--- config.mk ---
export PLATFORM = sky130hd
export DESIGN_NAME = fpep_prot
export DESIGN_NICKNAME = d
export VERILOG_FILES = /design/src/fpep_pkg.sv /design/src/fpep_prot.sv
export SDC_FILE = /design/constraint.sdc
export NUM_CORES = 1
export LEC_CHECK = 0
export ABC_AREA = 1
export BUFFER_PORTS_ARGS = -buffer_cell sky130_fd_sc_hd__buf_2
export CORE_ASPECT_RATIO = 1.25
export CORE_MARGIN = 8
export CORE_UTILIZATION = 47
export DETAILED_ROUTE_END_ITERATION = 10
export HOLD_SLACK_MARGIN = 0.15
export PLACE_DENSITY = 0.81
export SETUP_SLACK_MARGIN = 0.3
export SYNTH_ARGS = -nofsm -noshare
export SYNTH_HDL_FRONTEND = slang
export SYNTH_SLANG_ARGS = --single-unit
--- constraint.sdc ---
create_clock -name CLK -period 2.6 [get_ports CLK]
set_input_delay 0.39 -clock CLK [delete_from_list [all_inputs] [get_ports CLK]]
set_output_delay 0.39 -clock CLK [all_outputs]
set_load 0.1 [all_outputs]
--- src/fpep_pkg.sv ---
// Shared constants and types for the flash program/erase protection block.
// Assumes a single 125 MHz clock and an APB register port with 32-bit data.
`default_nettype none

package fpep_pkg;

    // Register byte offsets.
    localparam logic [7:0] OFF_CTRL   = 8'h00;
    localparam logic [7:0] OFF_EBLK   = 8'h04;
    localparam logic [7:0] OFF_STAT   = 8'h08;
    localparam logic [7:0] OFF_RAMCTL = 8'h0c;

    // Flash control register fields.
    localparam int CTRL_W       = 7;
    localparam int B_WRITE      = 0;
    localparam int B_ERASE      = 1;
    localparam int B_WCHECK     = 2;
    localparam int B_ECHECK     = 3;
    localparam int B_WSETUP     = 4;
    localparam int B_ESETUP     = 5;
    localparam int B_SWGATE     = 6;
    localparam logic [CTRL_W-1:0] CTRL_RST = 7'h00;

    // Erase block select register.
    localparam int EBLK_W = 8;
    localparam logic [EBLK_W-1:0] EBLK_RST = 8'h00;

    // Status register fields.
    localparam int S_MODE_LO = 0;
    localparam int S_NMI     = 3;
    localparam int S_FWE     = 4;
    localparam int S_BOOT    = 5;
    localparam int S_ERR     = 7;

    // RAM overlay control: select bit and area field.
    localparam int RAMCTL_W  = 4;
    localparam int R_SELECT  = 3;
    localparam logic [RAMCTL_W-1:0] RAMCTL_RST = 4'h0;

    // On-chip RAM boot program area.
    localparam logic [19:0] BOOT_RAM_LO = 20'hfef10;
    localparam logic [19:0] BOOT_RAM_HI = 20'hff2ff;

    typedef enum logic [2:0] {
        MODE_IDLE   = 3'b000,
        MODE_WSETUP = 3'b001,
        MODE_WRITE  = 3'b010,
        MODE_ESETUP = 3'b011,
        MODE_ERASE  = 3'b100,
        MODE_WCHECK = 3'b101,
        MODE_ECHECK = 3'b110
    } fpep_mode_t;

    typedef struct packed {
        logic write_act;
        logic erase_act;
        logic wcheck_act;
        logic echeck_act;
        logic rd_undef;
    } fpep_out_t;

endpackage

`default_nettype wire

--- src/fpep_prot.sv ---
// Flash program/erase protection: control registers, protection gating and NMI mask.
// Assumes standby, watchdog and runaway inputs come from logic on CLK; pins are synchronised.
//
// Notes on behaviour
// - Write-enable pin low clears registers, blocks all.
// - Any reset or standby initialises registers.
// - Error sets flag, keeps settings, aborts operation.
// - Runaway during write or erase, or algorithm breach, raises the error.
// - With error, bits writable but no transition.
// - With error, verify modes still reachable.
// - Only resets or hardware standby clear error.
// - Software standby with error initialises registers.
// - Write-enable pin low cancels RAM overlay.
// - Hardware protection makes all blocks unerasable.
// - Overlay select blocks program/erase, allows verify.
// - Software protection prevents program/erase transitions.
// - Block select guards erase; zero guards all.
// - NMI masked while write or erase set.
// - Boot mode masks NMI until RAM branch.
// - After branch, NMI allowed unless program/erase.
// - NMI masked under error.
// - Flash reads undefined during program/erase.
// - Only defined conditions set the error.
// - Modes entered only through control bits.
// - Gate bit zero forbids program and erase.
`timescale 1ns/1ns
`default_nettype none

module fpep_prot (
    input  wire logic                   CLK,
    input  wire logic                   SYS_RST,
    input  wire logic                   PSEL,
    input  wire logic                   PENABLE,
    input  wire logic                   PWRITE,
    input  wire logic [7:0]             PADDR,
    input  wire logic [31:0]            PWDATA,
    output var  logic [31:0]            PRDATA,
    output var  logic                   PREADY,
    output var  logic                   PSLVERR,
    input  wire logic                   FLASH_WRITE_ENABLE_PIN,
    input  wire logic                   BOOT_MODE_PIN,
    input  wire logic                   WATCHDOG_UNIT_RST,
    input  wire logic                   HW_STANDBY,
    input  wire logic                   SW_STANDBY,
    input  wire logic                   CPU_RUNAWAY,
    input  wire logic                   FETCH_VALID,
    input  wire logic [19:0]            FETCH_ADDR,
    output var  fpep_pkg::fpep_out_t    MODE_FLAGS,
    output var  logic [7:0]             ERASE_BLOCK_EN,
    output var  logic [2:0]             OVERLAY_AREA,
    output var  logic                   OVERLAY_EN,
    output var  logic                   NMI_MASK
);

    logic [1:0]                  fwe_sync_q;
    logic [1:0]                  boot_sync_q;
    logic [fpep_pkg::CTRL_W-1:0] ctrl_q;
    logic [fpep_pkg::CTRL_W-1:0] ctrl_d;
    logic [fpep_pkg::EBLK_W-1:0] eblk_q;
    logic [fpep_pkg::EBLK_W-1:0] eblk_d;
    logic [fpep_pkg::RAMCTL_W-1:0] ramctl_q;
    logic [fpep_pkg::RAMCTL_W-1:0] ramctl_d;
    logic                        err_q;
    logic                        err_d;
    logic                        boot_q;
    logic                        boot_d;
    logic                        boot_arm_q;
    fpep_pkg::fpep_mode_t        mode_q;
    fpep_pkg::fpep_mode_t        mode_d;
    fpep_pkg::fpep_out_t         out_d;
    logic                        fwe_s;
    logic                        err_clear;
    logic                        reg_init;
    logic                        wr_take;
    logic                        rd_take;
    logic                        breach;
    logic                        err_set;
    logic                        mapped;
    logic [31:0]                 rd_word;

    assign fwe_s = fwe_sync_q[1];

    // Two flip-flops on each pin; only the second stage feeds logic.
    always_ff @(posedge CLK) begin
        if (SYS_RST) begin
            fwe_sync_q <= 2'h0;
        end else begin
            fwe_sync_q <= {fwe_sync_q[0], FLASH_WRITE_ENABLE_PIN};
        end
    end

    // The strap keeps sampling through reset, so it has settled when it is caught.
    always_ff @(posedge CLK) begin
        boot_sync_q <= {boot_sync_q[0], BOOT_MODE_PIN};
    end

    // A read is answered after one wait state; a write lands on the pready edge.
    assign wr_take = PSEL & PENABLE & PREADY & PWRITE;
    assign rd_take = PSEL & PENABLE & ~PREADY & ~PWRITE;

    function automatic logic is_mapped(input logic [7:0] a);
        is_mapped = (a == fpep_pkg::OFF_CTRL) || (a == fpep_pkg::OFF_EBLK) ||
                    (a == fpep_pkg::OFF_STAT) || (a == fpep_pkg::OFF_RAMCTL);
    endfunction

    assign mapped = is_mapped(PADDR);

    assign err_clear = WATCHDOG_UNIT_RST | HW_STANDBY;
    // Standby of either kind, the watchdog and the pin all reinitialise the registers.
    assign reg_init  = err_clear | SW_STANDBY | ~fwe_s;

    // A control write that skips the setup stage or mixes program with erase breaks the
    // algorithm; it only counts while the gate is open and the pin is high.
    assign breach = wr_take && (PADDR == fpep_pkg::OFF_CTRL) && fwe_s &&
                    ctrl_q[fpep_pkg::B_SWGATE] &&
                    ((PWDATA[fpep_pkg::B_WRITE] && !PWDATA[fpep_pkg::B_WSETUP]) ||
                     (PWDATA[fpep_pkg::B_ERASE] && !PWDATA[fpep_pkg::B_ESETUP]) ||
                     (PWDATA[fpep_pkg::B_WRITE] && PWDATA[fpep_pkg::B_ERASE]));

    // Only runaway during an operation and algorithm breaches set the flag.
    assign err_set = breach || (CPU_RUNAWAY && (ctrl_q[fpep_pkg::B_WRITE] ||
                     ctrl_q[fpep_pkg::B_ERASE]));

    always_comb begin
        ctrl_d   = ctrl_q;
        eblk_d   = eblk_q;
        ramctl_d = ramctl_q;
        if (reg_init) begin
            ctrl_d = fpep_pkg::CTRL_RST;
            eblk_d = fpep_pkg::EBLK_RST;
        end else if (wr_take) begin
            // Writes are accepted under error; the mode decode refuses program and erase.
            if (PADDR == fpep_pkg::OFF_CTRL) begin
                ctrl_d = PWDATA[fpep_pkg::CTRL_W-1:0];
            end
            if (PADDR == fpep_pkg::OFF_EBLK) begin
                eblk_d = PWDATA[fpep_pkg::EBLK_W-1:0];
            end
        end
        if (!fwe_s || SW_STANDBY || err_clear) begin
            ramctl_d = fpep_pkg::RAMCTL_RST;
        end else if (wr_take && PADDR == fpep_pkg::OFF_RAMCTL) begin
            ramctl_d = PWDATA[fpep_pkg::RAMCTL_W-1:0];
        end
    end

    // The setting bits are kept on an error; only the transition is cut.
    assign err_d = err_clear ? 1'b0 : (err_q | err_set);

    // Boot phase ends on the first fetch inside the RAM boot area.
    always_comb begin
        boot_d = boot_q;
        if (boot_arm_q) begin
            boot_d = boot_sync_q[1];
        end else if (FETCH_VALID && FETCH_ADDR >= fpep_pkg::BOOT_RAM_LO &&
                     FETCH_ADDR <= fpep_pkg::BOOT_RAM_HI) begin
            boot_d = 1'b0;
        end
    end

    // Modes follow only the control bits; program and erase are gated by pin, gate, error and overlay, verify and setup by pin and gate only.
    function automatic fpep_pkg::fpep_mode_t decode_mode(
        input logic [fpep_pkg::CTRL_W-1:0] c,
        input logic                        pin,
        input logic                        err,
        input logic                        ovl,
        input logic                        blk_any
    );
        logic gate;
        logic pe_ok;
        gate  = pin & c[fpep_pkg::B_SWGATE];
        pe_ok = gate & ~err & ~ovl;
        decode_mode = fpep_pkg::MODE_IDLE;
        if (c[fpep_pkg::B_WSETUP] && c[fpep_pkg::B_WRITE] && pe_ok) begin
            decode_mode = fpep_pkg::MODE_WRITE;
        end else if (c[fpep_pkg::B_ESETUP] && c[fpep_pkg::B_ERASE] && pe_ok && blk_any) begin
            decode_mode = fpep_pkg::MODE_ERASE;
        end else if (c[fpep_pkg::B_WSETUP] && gate) begin
            decode_mode = fpep_pkg::MODE_WSETUP;
        end else if (c[fpep_pkg::B_ESETUP] && gate) begin
            decode_mode = fpep_pkg::MODE_ESETUP;
        end else if (c[fpep_pkg::B_WCHECK] && gate) begin
            decode_mode = fpep_pkg::MODE_WCHECK;
        end else if (c[fpep_pkg::B_ECHECK] && gate) begin
            decode_mode = fpep_pkg::MODE_ECHECK;
        end
    endfunction

    assign mode_d = decode_mode(ctrl_d, fwe_s, err_d, ramctl_d[fpep_pkg::R_SELECT],
                                |eblk_d);

    always_comb begin
        out_d = '0;
        case (mode_d)
            fpep_pkg::MODE_WRITE: begin
                out_d.write_act = 1'b1;
                out_d.rd_undef  = 1'b1;
            end
            fpep_pkg::MODE_ERASE: begin
                out_d.erase_act = 1'b1;
                out_d.rd_undef  = 1'b1;
            end
            fpep_pkg::MODE_WCHECK: begin
                out_d.wcheck_act = 1'b1;
            end
            fpep_pkg::MODE_ECHECK: begin
                out_d.echeck_act = 1'b1;
            end
            default: begin
                out_d = '0;
            end
        endcase
    end

    always_ff @(posedge CLK) begin
        if (SYS_RST) begin
            ctrl_q   <= fpep_pkg::CTRL_RST;
            eblk_q   <= fpep_pkg::EBLK_RST;
            ramctl_q <= fpep_pkg::RAMCTL_RST;
        end else begin
            ctrl_q   <= ctrl_d;
            eblk_q   <= eblk_d;
            ramctl_q <= ramctl_d;
        end
    end

    always_ff @(posedge CLK) begin
        if (SYS_RST) begin
            err_q <= 1'b0;
        end else begin
            err_q <= err_d;
        end
    end

    // The strap is caught one cycle after release, never during reset.
    always_ff @(posedge CLK) begin
        if (SYS_RST) begin
            boot_arm_q <= 1'b1;
            boot_q     <= 1'b1;
        end else begin
            boot_arm_q <= 1'b0;
            boot_q     <= boot_d;
        end
    end

    // Outputs register the next-state values so the mask moves with the bits.
    always_ff @(posedge CLK) begin
        if (SYS_RST) begin
            mode_q         <= fpep_pkg::MODE_IDLE;
            MODE_FLAGS     <= '0;
            ERASE_BLOCK_EN <= 8'h00;
            OVERLAY_EN     <= 1'b0;
            OVERLAY_AREA   <= 3'h0;
            NMI_MASK       <= 1'b1;
        end else begin
            mode_q         <= mode_d;
            MODE_FLAGS     <= out_d;
            ERASE_BLOCK_EN <= out_d.erase_act ? eblk_d : 8'h00;
            OVERLAY_EN     <= ramctl_d[fpep_pkg::R_SELECT];
            OVERLAY_AREA   <= ramctl_d[2:0];
            NMI_MASK       <= ctrl_d[fpep_pkg::B_WRITE] | ctrl_d[fpep_pkg::B_ERASE] |
                              boot_d | err_d;
        end
    end

    always_comb begin
        rd_word = 32'h0000_0000;
        case (PADDR)
            fpep_pkg::OFF_CTRL: begin
                rd_word[fpep_pkg::CTRL_W-1:0] = ctrl_q;
            end
            fpep_pkg::OFF_EBLK: begin
                rd_word[fpep_pkg::EBLK_W-1:0] = eblk_q;
            end
            fpep_pkg::OFF_STAT: begin
                rd_word[fpep_pkg::S_MODE_LO +: 3] = mode_q;
                rd_word[fpep_pkg::S_NMI]          = NMI_MASK;
                rd_word[fpep_pkg::S_FWE]          = fwe_s;
                rd_word[fpep_pkg::S_BOOT]         = boot_q;
                rd_word[fpep_pkg::S_ERR]          = err_q;
            end
            fpep_pkg::OFF_RAMCTL: begin
                rd_word[fpep_pkg::RAMCTL_W-1:0] = ramctl_q;
            end
            default: begin
                rd_word = 32'h0000_0000;
            end
        endcase
    end

    always_ff @(posedge CLK) begin
        if (SYS_RST) begin
            PREADY  <= 1'b0;
            PSLVERR <= 1'b0;
            PRDATA  <= 32'h0000_0000;
        end else begin
            PREADY  <= PSEL & PENABLE & ~PREADY;
            PSLVERR <= PSEL & PENABLE & ~PREADY & ~mapped;
            if (rd_take) begin
                PRDATA <= rd_word;
            end
        end
    end

    a_pin_low_init: assert property (@(posedge CLK) disable iff (SYS_RST)
        !fwe_s |=> (ctrl_q == 7'h00) && (eblk_q == 8'h00) && !OVERLAY_EN)
        else $error("pin low did not clear registers");

    a_wdt_init: assert property (@(posedge CLK) disable iff (SYS_RST)
        WATCHDOG_UNIT_RST |=> (ctrl_q == 7'h00) && !err_q && (MODE_FLAGS == '0))
        else $error("watchdog reset did not initialise");

    a_err_sticky: assert property (@(posedge CLK) disable iff (SYS_RST)
        err_q && !WATCHDOG_UNIT_RST && !HW_STANDBY |=> err_q)
        else $error("error flag cleared without reset");

    a_err_set_run: assert property (@(posedge CLK) disable iff (SYS_RST)
        CPU_RUNAWAY && ctrl_q[0] && !err_clear |=> err_q ##1 NMI_MASK || err_clear)
        else $error("runaway did not raise error");

    a_err_blocks: assert property (@(posedge CLK) disable iff (SYS_RST)
        err_q |-> !MODE_FLAGS.write_act && !MODE_FLAGS.erase_act && NMI_MASK)
        else $error("transition under error");

    a_err_verify: assert property (@(posedge CLK) disable iff (SYS_RST)
        $past(ctrl_d[2] && !ctrl_d[4] && ctrl_d[6] && fwe_s) |-> MODE_FLAGS.wcheck_act)
        else $error("verify refused");

    a_ovl_blocks: assert property (@(posedge CLK) disable iff (SYS_RST)
        OVERLAY_EN |-> !MODE_FLAGS.write_act && !MODE_FLAGS.erase_act)
        else $error("program under overlay");

    a_blk_zero: assert property (@(posedge CLK) disable iff (SYS_RST)
        (eblk_q == 8'h00) |-> !MODE_FLAGS.erase_act && (ERASE_BLOCK_EN == 8'h00))
        else $error("erase with no block");

    a_gate_off: assert property (@(posedge CLK) disable iff (SYS_RST)
        !ctrl_q[6] |-> (MODE_FLAGS == '0))
        else $error("operation with gate closed");

    a_nmi_pe: assert property (@(posedge CLK) disable iff (SYS_RST)
        (ctrl_q[0] || ctrl_q[1] || boot_q) |-> NMI_MASK)
        else $error("nmi open during operation");

    a_nmi_free: assert property (@(posedge CLK) disable iff (SYS_RST)
        !boot_q && !err_q && !ctrl_q[0] && !ctrl_q[1] |-> !NMI_MASK)
        else $error("nmi masked without cause");

    a_rd_undef: assert property (@(posedge CLK) disable iff (SYS_RST)
        MODE_FLAGS.rd_undef == (MODE_FLAGS.write_act || MODE_FLAGS.erase_act))
        else $error("read flag mismatch");

    a_boot_hold: assert property (@(posedge CLK) disable iff (SYS_RST)
        boot_q && !boot_arm_q && !(FETCH_VALID && (FETCH_ADDR >= fpep_pkg::BOOT_RAM_LO) &&
        (FETCH_ADDR <= fpep_pkg::BOOT_RAM_HI)) |=> boot_q && NMI_MASK)
        else $error("boot phase left early");

    a_boot_exit: assert property (@(posedge CLK) disable iff (SYS_RST)
        !boot_arm_q && FETCH_VALID && (FETCH_ADDR >= fpep_pkg::BOOT_RAM_LO) &&
        (FETCH_ADDR <= fpep_pkg::BOOT_RAM_HI) |=> !boot_q)
        else $error("boot phase kept after branch");

    a_hwsb_clear: assert property (@(posedge CLK) disable iff (SYS_RST)
        HW_STANDBY |=> !err_q && (ctrl_q == 7'h00) && (eblk_q == 8'h00))
        else $error("hardware standby did not clear");

    a_swsb_init: assert property (@(posedge CLK) disable iff (SYS_RST)
        SW_STANDBY && err_q && !err_clear |=> err_q && (ctrl_q == 7'h00) && (eblk_q == 8'h00))
        else $error("software standby did not initialise");

endmodule

`default_nettype wire

==> results.json <==
{
  "outcome": "complete, no violations",
  "die_x_um": 83.0,
  "dp_hpwl_mm": 5.52,
  "gr-total-overflow": 0,
  "syn-instance-count": 362,
  "synth_area_sq_mm": 0.00264,
  "period_minus_slack_ns": 2.08,
  "diodes": 0,
  "via_per_inst": 4.94,
  "firstDrtPassIters": 4,
  "skew_ns": 0.00927,
  "vias": 2495,
  "grt_use_total": 0.167,
  "crit_required_ns": 2.86,
  "cts_buffer_depth": 2,
  "hold_path.class": "input port to flop",
  "cp-start-kind": "flop",
  "routed_wl_mm": 6.92,
  "power_frac_clock": 0.340,
  "multi_input_area_sq_mm": 0.00126,
  "cts_sinks": 53,
  "rows": 30,
  "cp_data_arrival_time_ns": 2.35,
  "cts_root_buf": "clkbuf_8",
  "numPortBuffers": 71,
  "clock.fmax_mhz": 480,
  "irDropWorstVdd_mv": 0.281,
  "leakage_nw": 1.55,
  "p_switching_mw": 0.510,
  "regArea_sq_mm": 0.00106,
  "setup_tns_ns": 0,
  "grt_pass1_wl_mm": 11.7,
  "final_cell_mix": "buf_2, nand2_1, inv_1, dfxtp_1, nor2_1",
  "clk_latency_ns": 0.31,
  "power_frac_seq": 0.496,
  "yosysUniqueCellTypes": 34,
  "numCtsBuffers": 5,
  "start_util": 0.485,
  "grt_antenna_before_repair": 0,
  "yosysSeqAreaShare": 0.402,
  "cts_max_level": 2,
  "endpoint_kind": "flop",
  "drc_errors": 0,
  "maxCapViolCount": 0,
  "rsz0062_at_grt": "false",
  "cts_tree": "done",
  "finalMaxSlewViolations": 0,
  "dieArea_sq_mm": 0.00829,
  "r2r_cells": 13,
  "drt-initial-drc-count": 155,
  "final_common_cell": "buf_2",
  "grt_pass1_vias": 2572,
  "syn_area_per_cell_sq_um": 7.29,
  "ys_ff_latch": 53,
  "final_layout_size_suffix_gt1_frac": 0.268,
  "power_frac_comb": 0.164,
  "switching_share": 0.307,
  "yosysWarningCount": 0,
  "p_int_mw": 1.15,
  "min_delay_path_depth": 1,
  "clkSlewWorstSetupHoldPaths_ns": 0.09,
  "netlist_top_cells_area": "dfxtp_1, nand2_1, inv_1",
  "syn_to_final_growth_pct": 19.4,
  "core-area_sq_mm": 0.00544,
  "ios": 124,
  "period_share": 0.801,
  "synth_top_area_share": 0.402,
  "fillers": 518,
  "die_h_um": 99.8,
  "place_inst": 496,
  "r2r_slack_ns": 0.52,
  "ant_nets": 0,
  "grt_max_degree": 34,
  "synth_top_cell_by_area": "dfxtp_1",
  "finalHoldViolCount": 0,
  "finalNonFillerCells": 505,
  "layout.nets": 512,
  "critPathMaxFanout": 17,
  "avgRoutedWirePerCell_um": 13.7,
  "critPathKind": "flop to flop",
  "place_congestion": 0.930,
  "setup_viol": 0,
  "power.density_mw_per_mm2": 527
}
-- logic make-up after synthesis --
group / share of synthesized area
AND/OR/NAND/NOR: 0.333
buffers and inverters: 0.165
flip-flops: 0.402
AO/OA/AOI/OAI: 0.0986
other: 0.00142
-- power by group through the flow --
stage	Combinational, mW	Clock (mW)	Sequential [mW]
after floorplan	0.215	0	0.870
final	0.272	0.564	0.824
after detailed placement	0.268	0	0.843
after global placement	0.265	0	0.842
after CTS	0.269	0.570	0.824
after global routing	0.284	0.603	0.825
-- path summary, 6_finish.rpt --
| kind | start | end |
|---|---|---|
| setup / recovery | fwe_sync_q[1]$_SDFF_PP0_ | MODE_FLAGS[0]$_SDFF_PP0_ |
| hold / removal | BOOT_MODE_PIN | boot_sync_q[0]$_DFF_P_ |
| setup reg to reg | fwe_sync_q[1]$_SDFF_PP0_ | MODE_FLAGS[0]$_SDFF_PP0_ |
| hold reg to reg | boot_sync_q[0]$_DFF_P_ | boot_sync_q[1]$_DFF_P_ |
-- cells in the mapped netlist, drive strengths merged --
master   n
o221ai   2
dfxtp   53
nand4    4
a21oi   19
a22o     2
nand3   37
buf     29
nor2    55
a221oi   1
nor3    12
o22ai    3
nand3b   1
o211ai   1
o21ai   16
nand2   64
clkbuf   3
conb     1
inv     54
o21a     1
or2      2
nor4     2
-- registers in the layout (all words and copies together), names as in the netlist, 2 cells and up --
register	flops
ramctl_q	4
ERASE_BLOCK_EN	8
eblk_q	8
ctrl_q	7
boot_sync_q	2
MODE_FLAGS	5
mode_q	3
fwe_sync_q	2
PRDATA	8
-- worst max-delay path, cell delays in order (launching register included) --
cell	delay, ns
dfxtp_1	0.36
inv_1	0.10
nor3_4	0.19
buf_6	0.20
nand2_1	0.08
nor2_1	0.16
nand3_1	0.15
nor2_2	0.14
nand2_2	0.11
nand2_2	0.10
nand3_4	0.17
inv_1	0.12
nand2_1	0.08
nand2_1	0.07
-- stage by stage --
| stage | setup WS, ns | area, sq um | util | power, mW | hold WS, ns |
|---|---|---|---|---|---|
| 5_1_grt | 0.312 | 3150 | 0.579 | 1.71 | 0.168 |
| 3_3_place_gp | 0.108 | 3000 | 0.551 | 1.11 | 0.312 |
| 2_1_floorplan | 0.408 | 2730 | - | 1.08 | 0.310 |
| 6_report | 0.517 | 3150 | 0.579 | 1.66 | 0.176 |
| 3_5_place_dp | 0.0263 | 3000 | 0.551 | 1.11 | 0.316 |
| 4_1_cts | 0.314 | 3120 | 0.573 | 1.66 | 0.173 |
-- final cells by class --
cell class,count,area share
Multi-Input combinational cell,246,0.399
Sequential cell,53,0.337
Timing Repair Buffer,80,0.139
Inverter,54,0.0643
Tap cell,64,0.0254
Clock buffer,6,0.0230
Clock inverter,2,0.0123
-- what timing repair did --
item | 4_1_cts | 5_1_grt
endpoints found under the setup margin | 11 | 13
setup buffers | 0 | 1
pin swaps | 0 | 1
hold endpoints to repair | 0 | 0
resized for setup | 1 | 5
hold buffers | 0 | 0
-- layer usage --
layer  part of all wire  GRT usage
met1               0.37      0.169
met2               0.54      0.307
met3              0.072     0.0535
met4              0.016     0.0678
met5                  0          0
Power figures use the tool's default switching activity.
